===== src/logic/timer_status_pkg.sv =====
// constants for the timer channel status and interrupt block
// assumes a 32-bit classic Wishbone slave with byte addresses
//
// Behaviour
// - Compare-C register is read/write with a 16-bit value in bits 15:0.
// - The second capture register reads its live content at any time.
// - Status bit 0 sets on counter overflow and clears on a status read.
// - Status bit 1 sets on a double capture load without a read, capture only.
// - Status bits 2 and 3 set on compare A and B matches, waveform only.
// - Status bit 4 sets on a compare-C match in either mode.
// - Status bits 5 and 6 set on capture A and B loads, capture only.
// - Status bit 7 sets on an external trigger until the next status read.
// - Status bit 16 shows live whether the counter clock runs.
// - Status bit 17 mirrors line A, pin level or driven level by mode.
// - Status bit 18 mirrors line B, pin level or driven level by mode.
// - Status, enable, disable and mask share bit positions 0 through 7.
// - Writing one to the enable register sets the matching mask bit.
// - Writing one to the disable register clears the matching mask bit.
// - The mask register reads one for each enabled interrupt source.
package timer_status_pkg;
    localparam int unsigned DATA_W = 32;
    localparam int unsigned ADDR_W = 8;
    localparam int unsigned CMP_W = 16;
    localparam int unsigned NUM_EVT = 8;
    // register byte offsets
    localparam logic [7:0] OFS_FIRST_CAP = 8'h00;
    localparam logic [7:0] OFS_SECOND_CAP = 8'h04;
    localparam logic [7:0] OFS_PERIOD_CMP = 8'h08;
    localparam logic [7:0] OFS_STATUS = 8'h0C;
    localparam logic [7:0] OFS_IRQ_ENABLE = 8'h10;
    localparam logic [7:0] OFS_IRQ_DISABLE = 8'h14;
    localparam logic [7:0] OFS_IRQ_MASK = 8'h18;
    // status bit positions; events 0 to 7 are shared by enable, disable and mask, 16 to 18 are status only
    localparam int unsigned BIT_OVERFLOW = 0;
    localparam int unsigned BIT_OVERRUN = 1;
    localparam int unsigned BIT_CMP_A = 2;
    localparam int unsigned BIT_CMP_B = 3;
    localparam int unsigned BIT_CMP_C = 4;
    localparam int unsigned BIT_LOAD_A = 5;
    localparam int unsigned BIT_LOAD_B = 6;
    localparam int unsigned BIT_EXT_TRIG = 7;
    localparam int unsigned BIT_CLK_RUN = 16;
    localparam int unsigned BIT_LINE_A = 17;
    localparam int unsigned BIT_LINE_B = 18;
    // flags that exist only in one mode
    localparam logic [7:0] CAPTURE_ONLY = 8'h62;
    localparam logic [7:0] WAVE_ONLY = 8'h0C;
    // reset values
    localparam logic [15:0] RST_PERIOD_CMP = 16'h0000;
    localparam logic [7:0] RST_MASK = 8'h00;
endpackage : timer_status_pkg


===== src/logic/evt_flags_if.sv =====
// set, clear and state of a bank of sticky event flags
// assumes one clock shared by both ends
`timescale 1ns/1ps
interface evt_flags_if #(parameter int unsigned N = 8);
    logic [N-1:0] set;
    logic [N-1:0] clr;
    logic [N-1:0] flags;
    modport owner (input set, input clr, output flags);
    modport user (output set, output clr, input flags);
endinterface : evt_flags_if


===== src/logic/sticky_flags.sv =====
// bank of sticky event flags, set wins over clear
// assumes synchronous active-high reset on clk_i
`timescale 1ns/1ps
module sticky_flags #(
    parameter int unsigned N = 8
) (
    input wire logic clk_i,
    input wire logic rst_i,
    evt_flags_if.owner fl
);
    if (N < 1) begin : g_bad_width
        $error("sticky_flags needs at least one flag");
    end

    // hold each flag until cleared; a same-cycle event keeps it set
    always_ff @(posedge clk_i) begin
        if (rst_i) begin
            fl.flags <= '0;
        end else begin
            fl.flags <= fl.set | (fl.flags & ~fl.clr);
        end
    end
endmodule : sticky_flags


===== src/logic/pin_sync3.sv =====
// three-stage synchroniser; output moves once stages two and three agree
// assumes the inputs are asynchronous to clk_i
`timescale 1ns/1ps
module pin_sync3 #(
    parameter int unsigned W = 1
) (
    input wire logic clk_i,
    input wire logic rst_i,
    input wire logic [W-1:0] pin_i,
    output logic [W-1:0] level_o
);
    logic [W-1:0] s1_reg;
    logic [W-1:0] s2_reg;
    logic [W-1:0] s3_reg;

    if (W < 1) begin : g_bad_width
        $error("pin_sync3 needs at least one bit");
    end

    // shift chain; only s2 reads s1
    always_ff @(posedge clk_i) begin
        if (rst_i) begin
            s1_reg <= '0;
            s2_reg <= '0;
            s3_reg <= '0;
        end else begin
            s1_reg <= pin_i;
            s2_reg <= s1_reg;
            s3_reg <= s2_reg;
        end
    end

    // accept a bit only when the last two stages agree
    always_ff @(posedge clk_i) begin
        if (rst_i) begin
            level_o <= '0;
        end else begin
            for (int i = 0; i < int'(W); i++) begin
                if (s2_reg[i] == s3_reg[i]) begin
                    level_o[i] <= s3_reg[i];
                end
            end
        end
    end
endmodule : pin_sync3


===== src/logic/timer_channel_status_irq.sv =====
// status, event flags, interrupt mask and compare-C value of a timer channel
// assumes the counter core on clk_i delivers one-cycle event pulses,
// live capture values and the levels it drives on the two i/o lines
//
// Decided for this implementation: the register addresses and the Wishbone slave port.
`timescale 1ns/1ps
module timer_channel_status_irq (
    input wire logic clk_i,
    input wire logic rst_i,
    // classic wishbone slave
    input wire logic cyc_i,
    input wire logic stb_i,
    input wire logic we_i,
    input wire logic [7:0] adr_i,
    input wire logic [3:0] sel_i,
    input wire logic [31:0] dat_i,
    output logic [31:0] dat_o,
    output logic ack_o,
    // counter core, same clock
    input wire logic wave_mode_i,
    input wire logic clk_running_i,
    input wire logic ovf_evt_i,
    input wire logic cmp_a_evt_i,
    input wire logic cmp_b_evt_i,
    input wire logic cmp_c_evt_i,
    input wire logic load_a_evt_i,
    input wire logic load_b_evt_i,
    input wire logic ext_trig_evt_i,
    input wire logic [15:0] first_capture_i,
    input wire logic [15:0] second_capture_i,
    input wire logic line_a_drive_i,
    input wire logic line_b_drive_i,
    // i/o line pins, asynchronous
    input wire logic io_line_a_i,
    input wire logic io_line_b_i,
    // to the counter core and interrupt controller
    output logic [15:0] period_compare_o,
    output logic irq_o
);
    localparam int unsigned N = timer_status_pkg::NUM_EVT;

    evt_flags_if #(.N(N)) ev ();

    logic req;
    logic commit;
    logic commit_wr;
    logic commit_rd;
    logic [7:0] word_adr;
    logic [7:0] valid_mask;
    logic [7:0] flag_view;
    logic [31:0] stat_view;
    logic [31:0] rd_mux;
    logic [1:0] pin_level;
    logic line_a_mirror;
    logic line_b_mirror;
    logic [7:0] mask_reg;
    logic unread_a_reg;
    logic unread_b_reg;
    logic [7:0] ier_bits;
    logic [7:0] idr_bits;
    logic [7:0] wr_clear;
    logic [7:0] rd_clear;

    // flag bank and pin synchronisers
    sticky_flags #(.N(N)) u_flags (
        .clk_i(clk_i),
        .rst_i(rst_i),
        .fl(ev.owner)
    );

    pin_sync3 #(.W(2)) u_pins (
        .clk_i(clk_i),
        .rst_i(rst_i),
        .pin_i({io_line_b_i, io_line_a_i}),
        .level_o(pin_level)
    );

    // bus decode; a request commits on the edge where ack is high
    assign req = cyc_i & stb_i;
    assign commit = req & ack_o;
    assign commit_wr = commit & we_i;
    assign commit_rd = commit & ~we_i;
    assign word_adr = {adr_i[7:2], 2'b00};

    // mirrors follow the pin in capture mode, the drive in waveform mode
    assign line_a_mirror = wave_mode_i ? line_a_drive_i : pin_level[0];
    assign line_b_mirror = wave_mode_i ? line_b_drive_i : pin_level[1];

    // flags that belong to the other mode read as zero
    assign valid_mask = wave_mode_i ? ~timer_status_pkg::CAPTURE_ONLY
                                    : ~timer_status_pkg::WAVE_ONLY;
    assign flag_view = ev.flags & valid_mask;

    // status word: sticky flags low, live state at 16..18
    always_comb begin
        stat_view = '0;
        stat_view[7:0] = flag_view;
        stat_view[timer_status_pkg::BIT_CLK_RUN] = clk_running_i;
        stat_view[timer_status_pkg::BIT_LINE_A] = line_a_mirror;
        stat_view[timer_status_pkg::BIT_LINE_B] = line_b_mirror;
    end

    // event sets, gated by mode
    always_comb begin
        ev.set = '0;
        ev.set[timer_status_pkg::BIT_OVERFLOW] = ovf_evt_i;
        ev.set[timer_status_pkg::BIT_OVERRUN] = ~wave_mode_i &
            ((load_a_evt_i & unread_a_reg) |
             (load_b_evt_i & unread_b_reg));
        ev.set[timer_status_pkg::BIT_CMP_A] = wave_mode_i & cmp_a_evt_i;
        ev.set[timer_status_pkg::BIT_CMP_B] = wave_mode_i & cmp_b_evt_i;
        ev.set[timer_status_pkg::BIT_CMP_C] = cmp_c_evt_i;
        ev.set[timer_status_pkg::BIT_LOAD_A] = ~wave_mode_i & load_a_evt_i;
        ev.set[timer_status_pkg::BIT_LOAD_B] = ~wave_mode_i & load_b_evt_i;
        ev.set[timer_status_pkg::BIT_EXT_TRIG] = ext_trig_evt_i;
    end

    // a status read clears only the bits it reported, so an event that
    // lands between sampling and commit survives; write-one also clears
    assign rd_clear = (commit_rd &&
        word_adr == timer_status_pkg::OFS_STATUS) ? dat_o[7:0] : 8'h00;
    assign wr_clear = (commit_wr && sel_i[0] &&
        word_adr == timer_status_pkg::OFS_STATUS) ? dat_i[7:0] : 8'h00;
    assign ev.clr = rd_clear | wr_clear;

    // enable and disable strobes, byte lane 0 only
    assign ier_bits = (commit_wr && sel_i[0] &&
        word_adr == timer_status_pkg::OFS_IRQ_ENABLE) ? dat_i[7:0] : 8'h00;
    assign idr_bits = (commit_wr && sel_i[0] &&
        word_adr == timer_status_pkg::OFS_IRQ_DISABLE) ? dat_i[7:0] : 8'h00;

    // read multiplexer; unmapped and write-only offsets read zero
    always_comb begin
        rd_mux = '0;
        case (word_adr)
            timer_status_pkg::OFS_FIRST_CAP: begin
                rd_mux[15:0] = first_capture_i;
            end
            timer_status_pkg::OFS_SECOND_CAP: begin
                rd_mux[15:0] = second_capture_i;
            end
            timer_status_pkg::OFS_PERIOD_CMP: begin
                rd_mux[15:0] = period_compare_o;
            end
            timer_status_pkg::OFS_STATUS: begin
                rd_mux = stat_view;
            end
            timer_status_pkg::OFS_IRQ_MASK: begin
                rd_mux[7:0] = mask_reg;
            end
            default: begin
                rd_mux = '0;
            end
        endcase
    end

    // ack one cycle after the request; read data sampled with it
    always_ff @(posedge clk_i) begin
        if (rst_i) begin
            ack_o <= 1'b0;
            dat_o <= '0;
        end else begin
            ack_o <= req & ~ack_o;
            if (req && !ack_o) begin
                dat_o <= we_i ? 32'h0000_0000 : rd_mux;
            end
        end
    end

    // compare-c value, byte lanes 0 and 1
    always_ff @(posedge clk_i) begin
        if (rst_i) begin
            period_compare_o <= timer_status_pkg::RST_PERIOD_CMP;
        end else if (commit_wr &&
                     word_adr == timer_status_pkg::OFS_PERIOD_CMP) begin
            if (sel_i[0]) begin
                period_compare_o[7:0] <= dat_i[7:0];
            end
            if (sel_i[1]) begin
                period_compare_o[15:8] <= dat_i[15:8];
            end
        end
    end

    // interrupt mask: enable sets, disable clears
    always_ff @(posedge clk_i) begin
        if (rst_i) begin
            mask_reg <= timer_status_pkg::RST_MASK;
        end else begin
            mask_reg <= (mask_reg | ier_bits) & ~idr_bits;
        end
    end

    // unread tracking per capture register; a load beats a read
    always_ff @(posedge clk_i) begin
        if (rst_i) begin
            unread_a_reg <= 1'b0;
            unread_b_reg <= 1'b0;
        end else begin
            if (load_a_evt_i && !wave_mode_i) begin
                unread_a_reg <= 1'b1;
            end else if (commit_rd &&
                         word_adr == timer_status_pkg::OFS_FIRST_CAP) begin
                unread_a_reg <= 1'b0;
            end
            if (load_b_evt_i && !wave_mode_i) begin
                unread_b_reg <= 1'b1;
            end else if (commit_rd &&
                         word_adr == timer_status_pkg::OFS_SECOND_CAP) begin
                unread_b_reg <= 1'b0;
            end
        end
    end

    // level interrupt from any enabled, visible flag
    always_ff @(posedge clk_i) begin
        if (rst_i) begin
            irq_o <= 1'b0;
        end else begin
            irq_o <= |(flag_view & mask_reg);
        end
    end
endmodule : timer_channel_status_irq


===== config.mk =====
export PLATFORM = sky130hd
export DESIGN_NAME = timer_channel_status_irq
export DESIGN_NICKNAME = d
export VERILOG_FILES = /design/src/logic/timer_status_pkg.sv /design/src/logic/evt_flags_if.sv /design/src/logic/sticky_flags.sv /design/src/logic/pin_sync3.sv /design/src/logic/timer_channel_status_irq.sv
export SDC_FILE = /design/constraint.sdc
export NUM_CORES = 1
export LEC_CHECK = 0
export BUFFER_PORTS_ARGS = -buffer_cell sky130_fd_sc_hd__buf_4
export CAP_MARGIN = 20
export CELL_PAD_IN_SITES_DETAIL_PLACEMENT = 0
export CELL_PAD_IN_SITES_GLOBAL_PLACEMENT = 1
export CORE_ASPECT_RATIO = 1.75
export CORE_MARGIN = 2
export CORE_UTILIZATION = 30
export DETAILED_ROUTE_END_ITERATION = 8
export PLACE_DENSITY = 0.78
export SLEW_MARGIN = 0
export SYNTH_ARGS = -nofsm -noshare
export SYNTH_HDL_FRONTEND = slang
export SYNTH_SLANG_ARGS = --single-unit

===== constraint.sdc =====
create_clock -name clk_i -period 3.6 [get_ports clk_i]
set_input_delay 0.54 -clock clk_i [delete_from_list [all_inputs] [get_ports clk_i]]
set_output_delay 0.54 -clock clk_i [all_outputs]
set_load 0.02 [all_outputs]

==> Word-level counts from Yosys, hierarchy flattened <==
Cells that the tools add are included.
{ "op_classes": {"eq_ne": 8, "mux": 15, "n_reduce_logical": 19, "n_bitwise": 25} }
{ "ops": {"columns": ["op", "n"], "rows": [
  ["case mux 8 bit (5 select lines)", 1],
  ["bitwise AND 8 bit", 4],
  ["2-to-1 mux 32 bit", 1],
  ["2-to-1 mux 8 bit", 4],
  ["OR 8 bit", 3],
  ["case mux 8 bit (3 select lines)", 1],
  ["equality test 6 x 3 -> 1 bit (second input constant)", 3],
  ["NOT 8 bit", 2],
  ["bitwise AND 1 bit", 12],
  ["equality test 6 x 2 -> 1 bit (second input constant)", 2],
  ["logical AND 1 bit", 11],
  ["logical NOT 8 bit", 1],
  ["OR reduction 8 bit", 1],
  ["2-to-1 mux 7 bit", 1],
  ["equality test 6 x 1 -> 1 bit (second input constant)", 1],
  ["2-to-1 mux 1 bit", 6],
  ["AND reduction 2 bit", 2],
  ["nonzero test 2 bit", 2],
  ["2-to-1 mux 3 bit", 1],
  ["NOT 1 bit", 3],
  ["equality test 1 bit", 2],
  ["logical NOT 1 bit", 2],
  ["OR 1 bit", 1]
]} }
{ "word_totals": {"reg_bits": 76, "inputBits": 94} }

==> Depth between registers and ports, before layout <==
Gate-level depths: netlist (run 1).
{ "depth": {"depth_word": 10, "ltp_mapped": 6} }

==> By module <==
From an unflattened synthesis (run 1), not the netlist that was laid out.
{ "unflattened": {"hier_cells": 321, "hier_area_um2": 3174.3} }
{ "modules_own_cells": {"columns": ["module", "area_each_um2", "seq_area_each_um2", "n_inst", "cells_per_inst"], "rows": [
  ["timer_channel_status_irq", 2565.0, 940.9, 1, 268],
  ["sticky_flags", 381.6, 160.2, 1, 33],
  ["pin_sync3", 227.7, 160.2, 1, 20]
]} }

==> Worst setup path after synthesis (run 1) <==
OpenSTA, ideal clock, no wires.
{ "synth_path": {"path_kind": "input to register", "startpoint": "input port adr_i[5]", "endpoint": "register dat_o[15]", "slack_ns": 1.729, "t_arrival_ns": 1.811, "cell_stages": 5, "t_required_ns": 3.540, "path_buffers": 1, "cell_sequence": "or4_2 nor2_1 and3_1 buf_2 a22o_1"} }
{ "synth_via": {"elab_chain_cells": 3, "elab_cells_between_ends": 5, "classes_between": "eq/ne: 2; mux: 2; reduce/logical: 1"} }
{ "synth_lines": {"columns": ["element", "line", "source"], "rows": [
  ["from (decl)", "timer_channel_status_irq.sv:14", "input wire logic [7:0] adr_i,"],
  ["equality test 6 x 2 -> 1 bit, or another cell as far along", "timer_channel_status_irq.sv:135", "case (word_adr)"],
  ["case mux 8 bit (3 select lines) (*)", "timer_channel_status_irq.sv:135", null],
  ["2-to-1 mux 32 bit (*)", "timer_channel_status_irq.sv:165", "dat_o <= we_i ? 32'h0000_0000 : rd_mux;"],
  ["to (signal assigned)", "timer_channel_status_irq.sv:165", null],
  ["to (decl)", "timer_channel_status_irq.sv:17", "output logic [31:0] dat_o,"]
]} }
Mark *: on every way between the ends. The rest lies on a longest branch, timed or not.
A chain may end at the register's enable or synchronous reset.

==> Final worst setup path (run 1) <==
{ "layout_path": {"startpoint": "input port adr_i[3]", "endpoint": "register period_compare_o[4]"} }
{ "layout_via": {"elab_chain_cells": 3} }
{ "layout_lines": {"columns": ["element", "line", "source"], "rows": [
  ["equality test 6 x 2 -> 1 bit", "timer_channel_status_irq.sv:175", "word_adr == timer_status_pkg::OFS_PERIOD_CMP) begin"],
  ["logical AND 1 bit", "timer_channel_status_irq.sv:174", "end else if (commit_wr &&"],
  ["AND reduction 2 bit (no source line)", null, null],
  ["to (signal assigned)", "timer_channel_status_irq.sv:173", "period_compare_o <= timer_status_pkg::RST_PERIOD_CMP;"],
  ["to (signal assigned)", "timer_channel_status_irq.sv:177", "period_compare_o[7:0] <= dat_i[7:0];"],
  ["to (decl)", "timer_channel_status_irq.sv:37", "output logic [15:0] period_compare_o,"]
]} }
Every way passes these cells.

==> flow_summary.toml, run 1 <==
[clock_tree]
cts_resized = 0
cts-root-buf = "clkbuf_16"
cts_tree = "done"
ctsHoldBuffers = 0
htreeDepth = 3
cts.sinks = 63
clk-insertion-delay-late_ns = 0.32
clk_pin_slew_ns = 0.06
clk_path_buf_depth = 2
cts_setup_buffers = 0
cts_buffers = 9

[cells_and_area]
nets = 511
area_delta_synth_final_pct = 40.7
reg_top3 = "dat_o: 19 flops, period_compare_o: 16 flops"
fin_area_um2 = 4160
largest-register = "dat_o"
largest_register_ffs = 19
diodes = 0
drive_gt1_frac = 0.339

[placement]
place_congestion = 0.783
hpwl_um = 6900
port_buffers = 110
dpl_cell_area_um2 = 3810

[timing]
period_needed_ns = 2.09
clock.fmax_mhz = 478
worst_pin_slew_ns = 0.858
hold_violations = 0
grt_setup_unrepaired = "no"
fin_tns_setup_ns = 0
slew_headroom = 0.426
timing.final.crit_share = 0.581
setup_viol = 0
clock_skew_ns = 0.00595
slew_violations = 0

[worst_setup_path]
timing.rr.start = "ack_o$_SDFF_PP0_"
slowest_delay_ns = 0.54
required_ns = 3.79
crit_chain = "buf_4 > nor2b_1 > buf_4 > nand4_2 > mux2i_1 > nor2_1"
r2r_slack_ns = 1.76
path_class = "in -> reg"
cp_top_family = "simple AND/OR/NAND/NOR gates"
crit_arrival_ns = 2.28
cp-end-kind = "flop"
crit_cells = 6
critPathSlowestCell = "nor2b_1"
critPathMostFrequentCell = "buf_4"
cp_num_buf_inv = 2
critPathMaxFanout = 22
worst-r2r-cell-count = 4
reg2reg_to = "period_compare_o[4]$_SDFFE_PP0P_"
start_kind = "input pin"

[worst_hold_path]
holdPathStages = 2
min_path_type = "in -> reg"
min_to = "u_pins.s1_reg[0]$_SDFF_PP0_"
hp-start = "io_line_a_i"

[routing]
wirelength_um = 8870
vias_per_cell = 5.08
postRouteAntennaNets = 0
post_drt_wl_per_cell_um = 16.3
drtPass1Iterations = 5
drt_iter0_markers = 103
post-route-drc-count = 0
vias = 2766

[yosys]
synth_edf_count = 0
synth_area_per_cell_um2 = 9.38
synth_top_flop_cell = "dfxtp_1"
yosys.cell_types.count = 38
yosys_register_bits = 63
synthArstFlopShare = 0
ys_warn_count = 0
synthCells = 315
synth_seq_area_share = 0.427
synthesis.area_um2 = 2950

[floorplanning]
die_w_um = 79.0
row_count = 47
start_util = 0.310
die-area_um2 = 10700
die_y_um = 135
coreArea_um2 = 9530
ios = 144

[global_route]
grt_usage = 0.171
grt_max_degree = 53
grt_pass1_wl_um = 14000
grt_pass1_vias = 2834
antenna_found_initial = 0
globalRouteOverflowTotal = 0

[run]
max_cap_violations = 0

[power_and_ir_drop]
vdd_drop_max_v = 0.000307
p_leak_nw = 1.83
power_density_nw_per_um2 = 455

[status]
outcome = "complete, no violations"
[power by group]
group	internal (W)	switching (W)	total (W)	leakage, nW
sequential	0.000711	0.00000906	0.000720	0.511
clock	0.000677	0.000310	0.000988	0.170
combinational	0.0000850	0.0000967	0.000182	1.15
total	0.00147	0.000416	0.00189	1.83
[cell usage in the layout, fill, tap and decap left out, drive strengths merged, types with 2 or more instances in the layout]
| master | count |
|---|---|
| buf | 111 |
| dfxtp | 63 |
| mux2i | 29 |
| nor2 | 27 |
| a21oi | 26 |
| nand2 | 22 |
| o21ai | 20 |
| a211oi | 13 |
| conb | 13 |
| nand3 | 10 |
| clkbuf | 9 |
| a32oi | 8 |
| a22o | 8 |
| nor2b | 7 |
| o2bb2ai | 5 |
| inv | 4 |
| a222oi | 4 |
| a22oi | 4 |
| clkinv | 4 |
| nand2b | 3 |
| nor3 | 3 |
| mux2 | 3 |
| mux4 | 3 |
| a221oi | 3 |
| bufinv | 3 |
| nor4 | 3 |
| nand4 | 3 |
| or2 | 2 |
[per-layer routing]
| layer | GRT usage | wire length (um) | up-vias | part of all wire |
|---|---|---|---|---|
| met2 | 0.313 | 4960 | 111 | 0.56 |
| li1 | - | - | 1349 | - |
| met4 | 0.0728 | 128 | 0 | 0.014 |
| met5 | 0 | 0 | - | 0 |
| met3 | 0.0447 | 596 | 10 | 0.067 |
| met1 | 0.181 | 3180 | 1296 | 0.36 |
[how the worst max path moves through the flow]
stage,slack [ns],from,endpoint
finish,1.51,adr_i[3],period_compare_o[4]$_SDFFE_PP0P_
CTS,1.46,adr_i[3],period_compare_o[4]$_SDFFE_PP0P_
detailed placement,1.12,adr_i[3],period_compare_o[4]$_SDFFE_PP0P_
global route,1.32,adr_i[3],period_compare_o[8]$_SDFFE_PP0P_
floorplan,1.73,adr_i[5],dat_o[15]$_SDFFE_PP0P_
global placement,1.16,adr_i[3],period_compare_o[6]$_SDFFE_PP0P_
[final cells by class]
cell class	instances	area, um2
Fill cell	948	5370
Multi-Input combinational cell	228	1550
Sequential cell	63	1260
Timing Repair Buffer	111	833
Clock buffer	9	225
Tap cell	122	153
Clock inverter	7	121
Inverter	4	15.0
[worst register-to-register path, cell delays in order, from the launching register on]
cell and delay (ns):
dfxtp_1 0.40, and4_1 0.54, nand4_2 0.43, mux2i_1 0.29, nor2_1 0.05
[cells in the mapped netlist (4+ instances only)]
master     instances  area, um2
a211oi_1          13       97.6
mux2i_1           29        290
inv_1              4       15.0
dfxtp_1           63       1260
o2bb2ai_1          5       43.8
o21ai_0           20        100
a22o_1             8       70.1
a222oi_1           4       40.0
buf_4             14        105
nand3_1           10       50.1
nand2_1           22       82.6
a32oi_1            8       70.1
clkbuf_1          15       56.3
nor2b_1            7       43.8
a22oi_1            4       30.0
a21oi_1           26        130
nor2_1            27        101
[per-stage QoR]
step	hold slack (ns)	util	setup slack (ns)	power, W	instances
after floorplan	0.414	-	1.73	0.000830	327
after global placement	0.420	0.400	1.16	0.000914	528
after detailed placement	0.430	0.400	1.12	0.000917	528
after CTS	0.413	0.436	1.46	0.00191	544
after global routing	0.431	0.436	1.32	0.00196	544
final	0.425	0.436	1.51	0.00189	544
[cells by family (layout without fill, tap and decap cells)]
| logic type | after synthesis | in the layout | synth area share |
|---|---|---|---|
| AO/OA/AOI/OAI | 93 | 93 | 0.211 |
| flip-flops | 63 | 63 | 0.427 |
| other | 1 | 13 | 0.00127 |
| multiplexers | 35 | 35 | 0.133 |
| AND/OR/NAND/NOR | 87 | 87 | 0.164 |
| buffers and inverters | 36 | 131 | 0.0648 |
Power figures use the tool's default switching activity.
==> inputs of run 2 (changes only) <==
==> constraint.sdc (replaced) <==
create_clock -name clk_i -period 2.1 [get_ports clk_i]
set_input_delay 0.315 -clock clk_i [delete_from_list [all_inputs] [get_ports clk_i]]
set_output_delay 0.315 -clock clk_i [all_outputs]
set_load 0.02 [all_outputs]
==> run 2 against run 1 <==
Effect of this change: utilization is 1.1 points higher; critical endpoint is now dat_o[15]$_SDFFE_PP0P_; routed wire length is 1.2% higher; sequential share of layout area is 0.75 points lower; critical path type unchanged; non-clock buffer count is 13 higher.
==> flow_summary.toml, run 2 (same netlist as run 1, synthesis figures left out) <==
[global_route]
grt_usage = 0.171
grt_pass1_wl_um = 13800
antenna_found_initial = 0
globalRouteOverflowTotal = 0
grt_max_degree = 29
grt_pass1_vias = 2779

[placement]
port_buffers = 110
place_congestion = 0.778
hpwl_um = 7030

[clock_tree]
cts_resized = 0
cts.sinks = 63
htreeDepth = 3
cts_tree = "done"
clk-insertion-delay-late_ns = 0.34
clk_path_buf_depth = 2
cts-root-buf = "clkbuf_16"
cts_setup_buffers = 0
ctsHoldBuffers = 0
cts_buffers = 9
clk_pin_slew_ns = 0.05

[worst_setup_path]
crit_arrival_ns = 1.91
path_class = "in -> reg"
critPathSlowestCell = "or4_2"
start_kind = "input pin"
critPathMaxFanout = 8
slowest_delay_ns = 0.75
cp-end-kind = "flop"
crit_chain = "buf_4 > or4_2 > nor2_1 > and3_1 > a22o_1"
required_ns = 2.38

[floorplanning]
die_y_um = 135
ios = 144
die-area_um2 = 10700
coreArea_um2 = 9530
row_count = 47
die_w_um = 79.0
start_util = 0.310

[timing]
setup_viol = 0
worst_pin_slew_ns = 0.535
slew_violations = 0
period_needed_ns = 1.64
timing.final.crit_share = 0.779
clock.fmax_mhz = 611
grt_setup_unrepaired = "no"
fin_tns_setup_ns = 0
slew_headroom = 0.642
hold_violations = 0
clock_skew_ns = 0.00493

[routing]
drt_iter0_markers = 151
vias_per_cell = 4.99
post-route-drc-count = 0
drtPass1Iterations = 5
wirelength_um = 8980
postRouteAntennaNets = 0
vias = 2782
post_drt_wl_per_cell_um = 16.1

[power_and_ir_drop]
vdd_drop_max_v = 0.000387
power_density_nw_per_um2 = 775
p_leak_nw = 1.89

[cells_and_area]
reg_top3 = "dat_o: 19 flops, period_compare_o: 16 flops"
drive_gt1_frac = 0.359
area_delta_synth_final_pct = 44.2
nets = 524
fin_util = 0.447
diodes = 0
largest-register = "dat_o"
largest_register_ffs = 19
final_common_cell = "buf_4"
most-common-layout-cells = "buf_4 (124), dfxtp_1 (63), mux2i_1 (29)"

[status]
outcome = "complete, no violations"

[run]
max_cap_violations = 0

[worst_hold_path]
min_path_type = "in -> reg"
==> run 2: cell count changes in the layout (fill, tap and decap cells not counted) <==
cell | previous run | this run
clkinvlp_4 | 0 | 1
clkbuf_8 | 0 | 1
buf_4 | 111 | 124
clkinv_2 | 1 | 0
clkinv_4 | 3 | 0
inv_6 | 0 | 2
==> run 2: area by class of cell <==
| cell class | instances | area, um2 |
|---|---|---|
| Timing Repair Buffer | 124 | 931 |
| Inverter | 4 | 15.0 |
| Tap cell | 122 | 153 |
| Sequential cell | 63 | 1260 |
| Clock buffer | 10 | 239 |
| Clock inverter | 6 | 115 |
| Multi-Input combinational cell | 228 | 1550 |
| Fill cell | 982 | 5270 |
==> run 2: where the power goes <==
group	switching (W)	leakage (nW)	internal, W
Combinational	0.000167	1.21	0.000152
Clock	0.000550	0.170	0.00120
Sequential	0.0000155	0.511	0.00122
==> run 2: metrics by stage <==
stage / cell area, um2 / std cells / total power, W / hold WS (ns) / worst slack, ns
after floorplan: 3000 / 327 / 0.00142 / 0.412 / 0.410
after global placement: 3910 / 541 / 0.00157 / 0.420 / 0.154
after detailed placement: 3910 / 541 / 0.00158 / 0.426 / 0.139
after CTS: 4260 / 557 / 0.00333 / 0.182 / 0.487
after global routing: 4260 / 557 / 0.00341 / 0.191 / 0.379
final: 4260 / 557 / 0.00330 / 0.190 / 0.465
==> run 2: worst max-delay path: cells and delay by family <==
family	cells	cell delay, ns
compound gates	1	0.19
buf+inv	1	0.13
simple gates	3	1.28
==> run 2: worst paths after layout <==
check	from	endpoint	slack [ns]	depth (start not counted)
max	adr_i[5]	dat_o[15]$_SDFFE_PP0P_	0.46	5
min	dat_i[2]	mask_reg[2]$_SDFF_PP0_	0.19	2
max reg2reg	ack_o$_SDFF_PP0_	dat_o[15]$_SDFFE_PP0P_	0.56	4
min reg2reg	u_pins.s1_reg[0]$_SDFF_PP0_	u_pins.s2_reg[0]$_SDFF_PP0_	0.43	1
==> run 2: per-layer routing <==
| layer | share of wire | track usage | vias to the layer above |
|---|---|---|---|
| met2 | 0.54 | 0.305 | 94 |
| met1 | 0.37 | 0.186 | 1296 |
| li1 | - | - | 1377 |
| met4 | 0.026 | 0.0881 | 0 |
| met5 | 0 | 0 | - |
| met3 | 0.058 | 0.0393 | 15 |
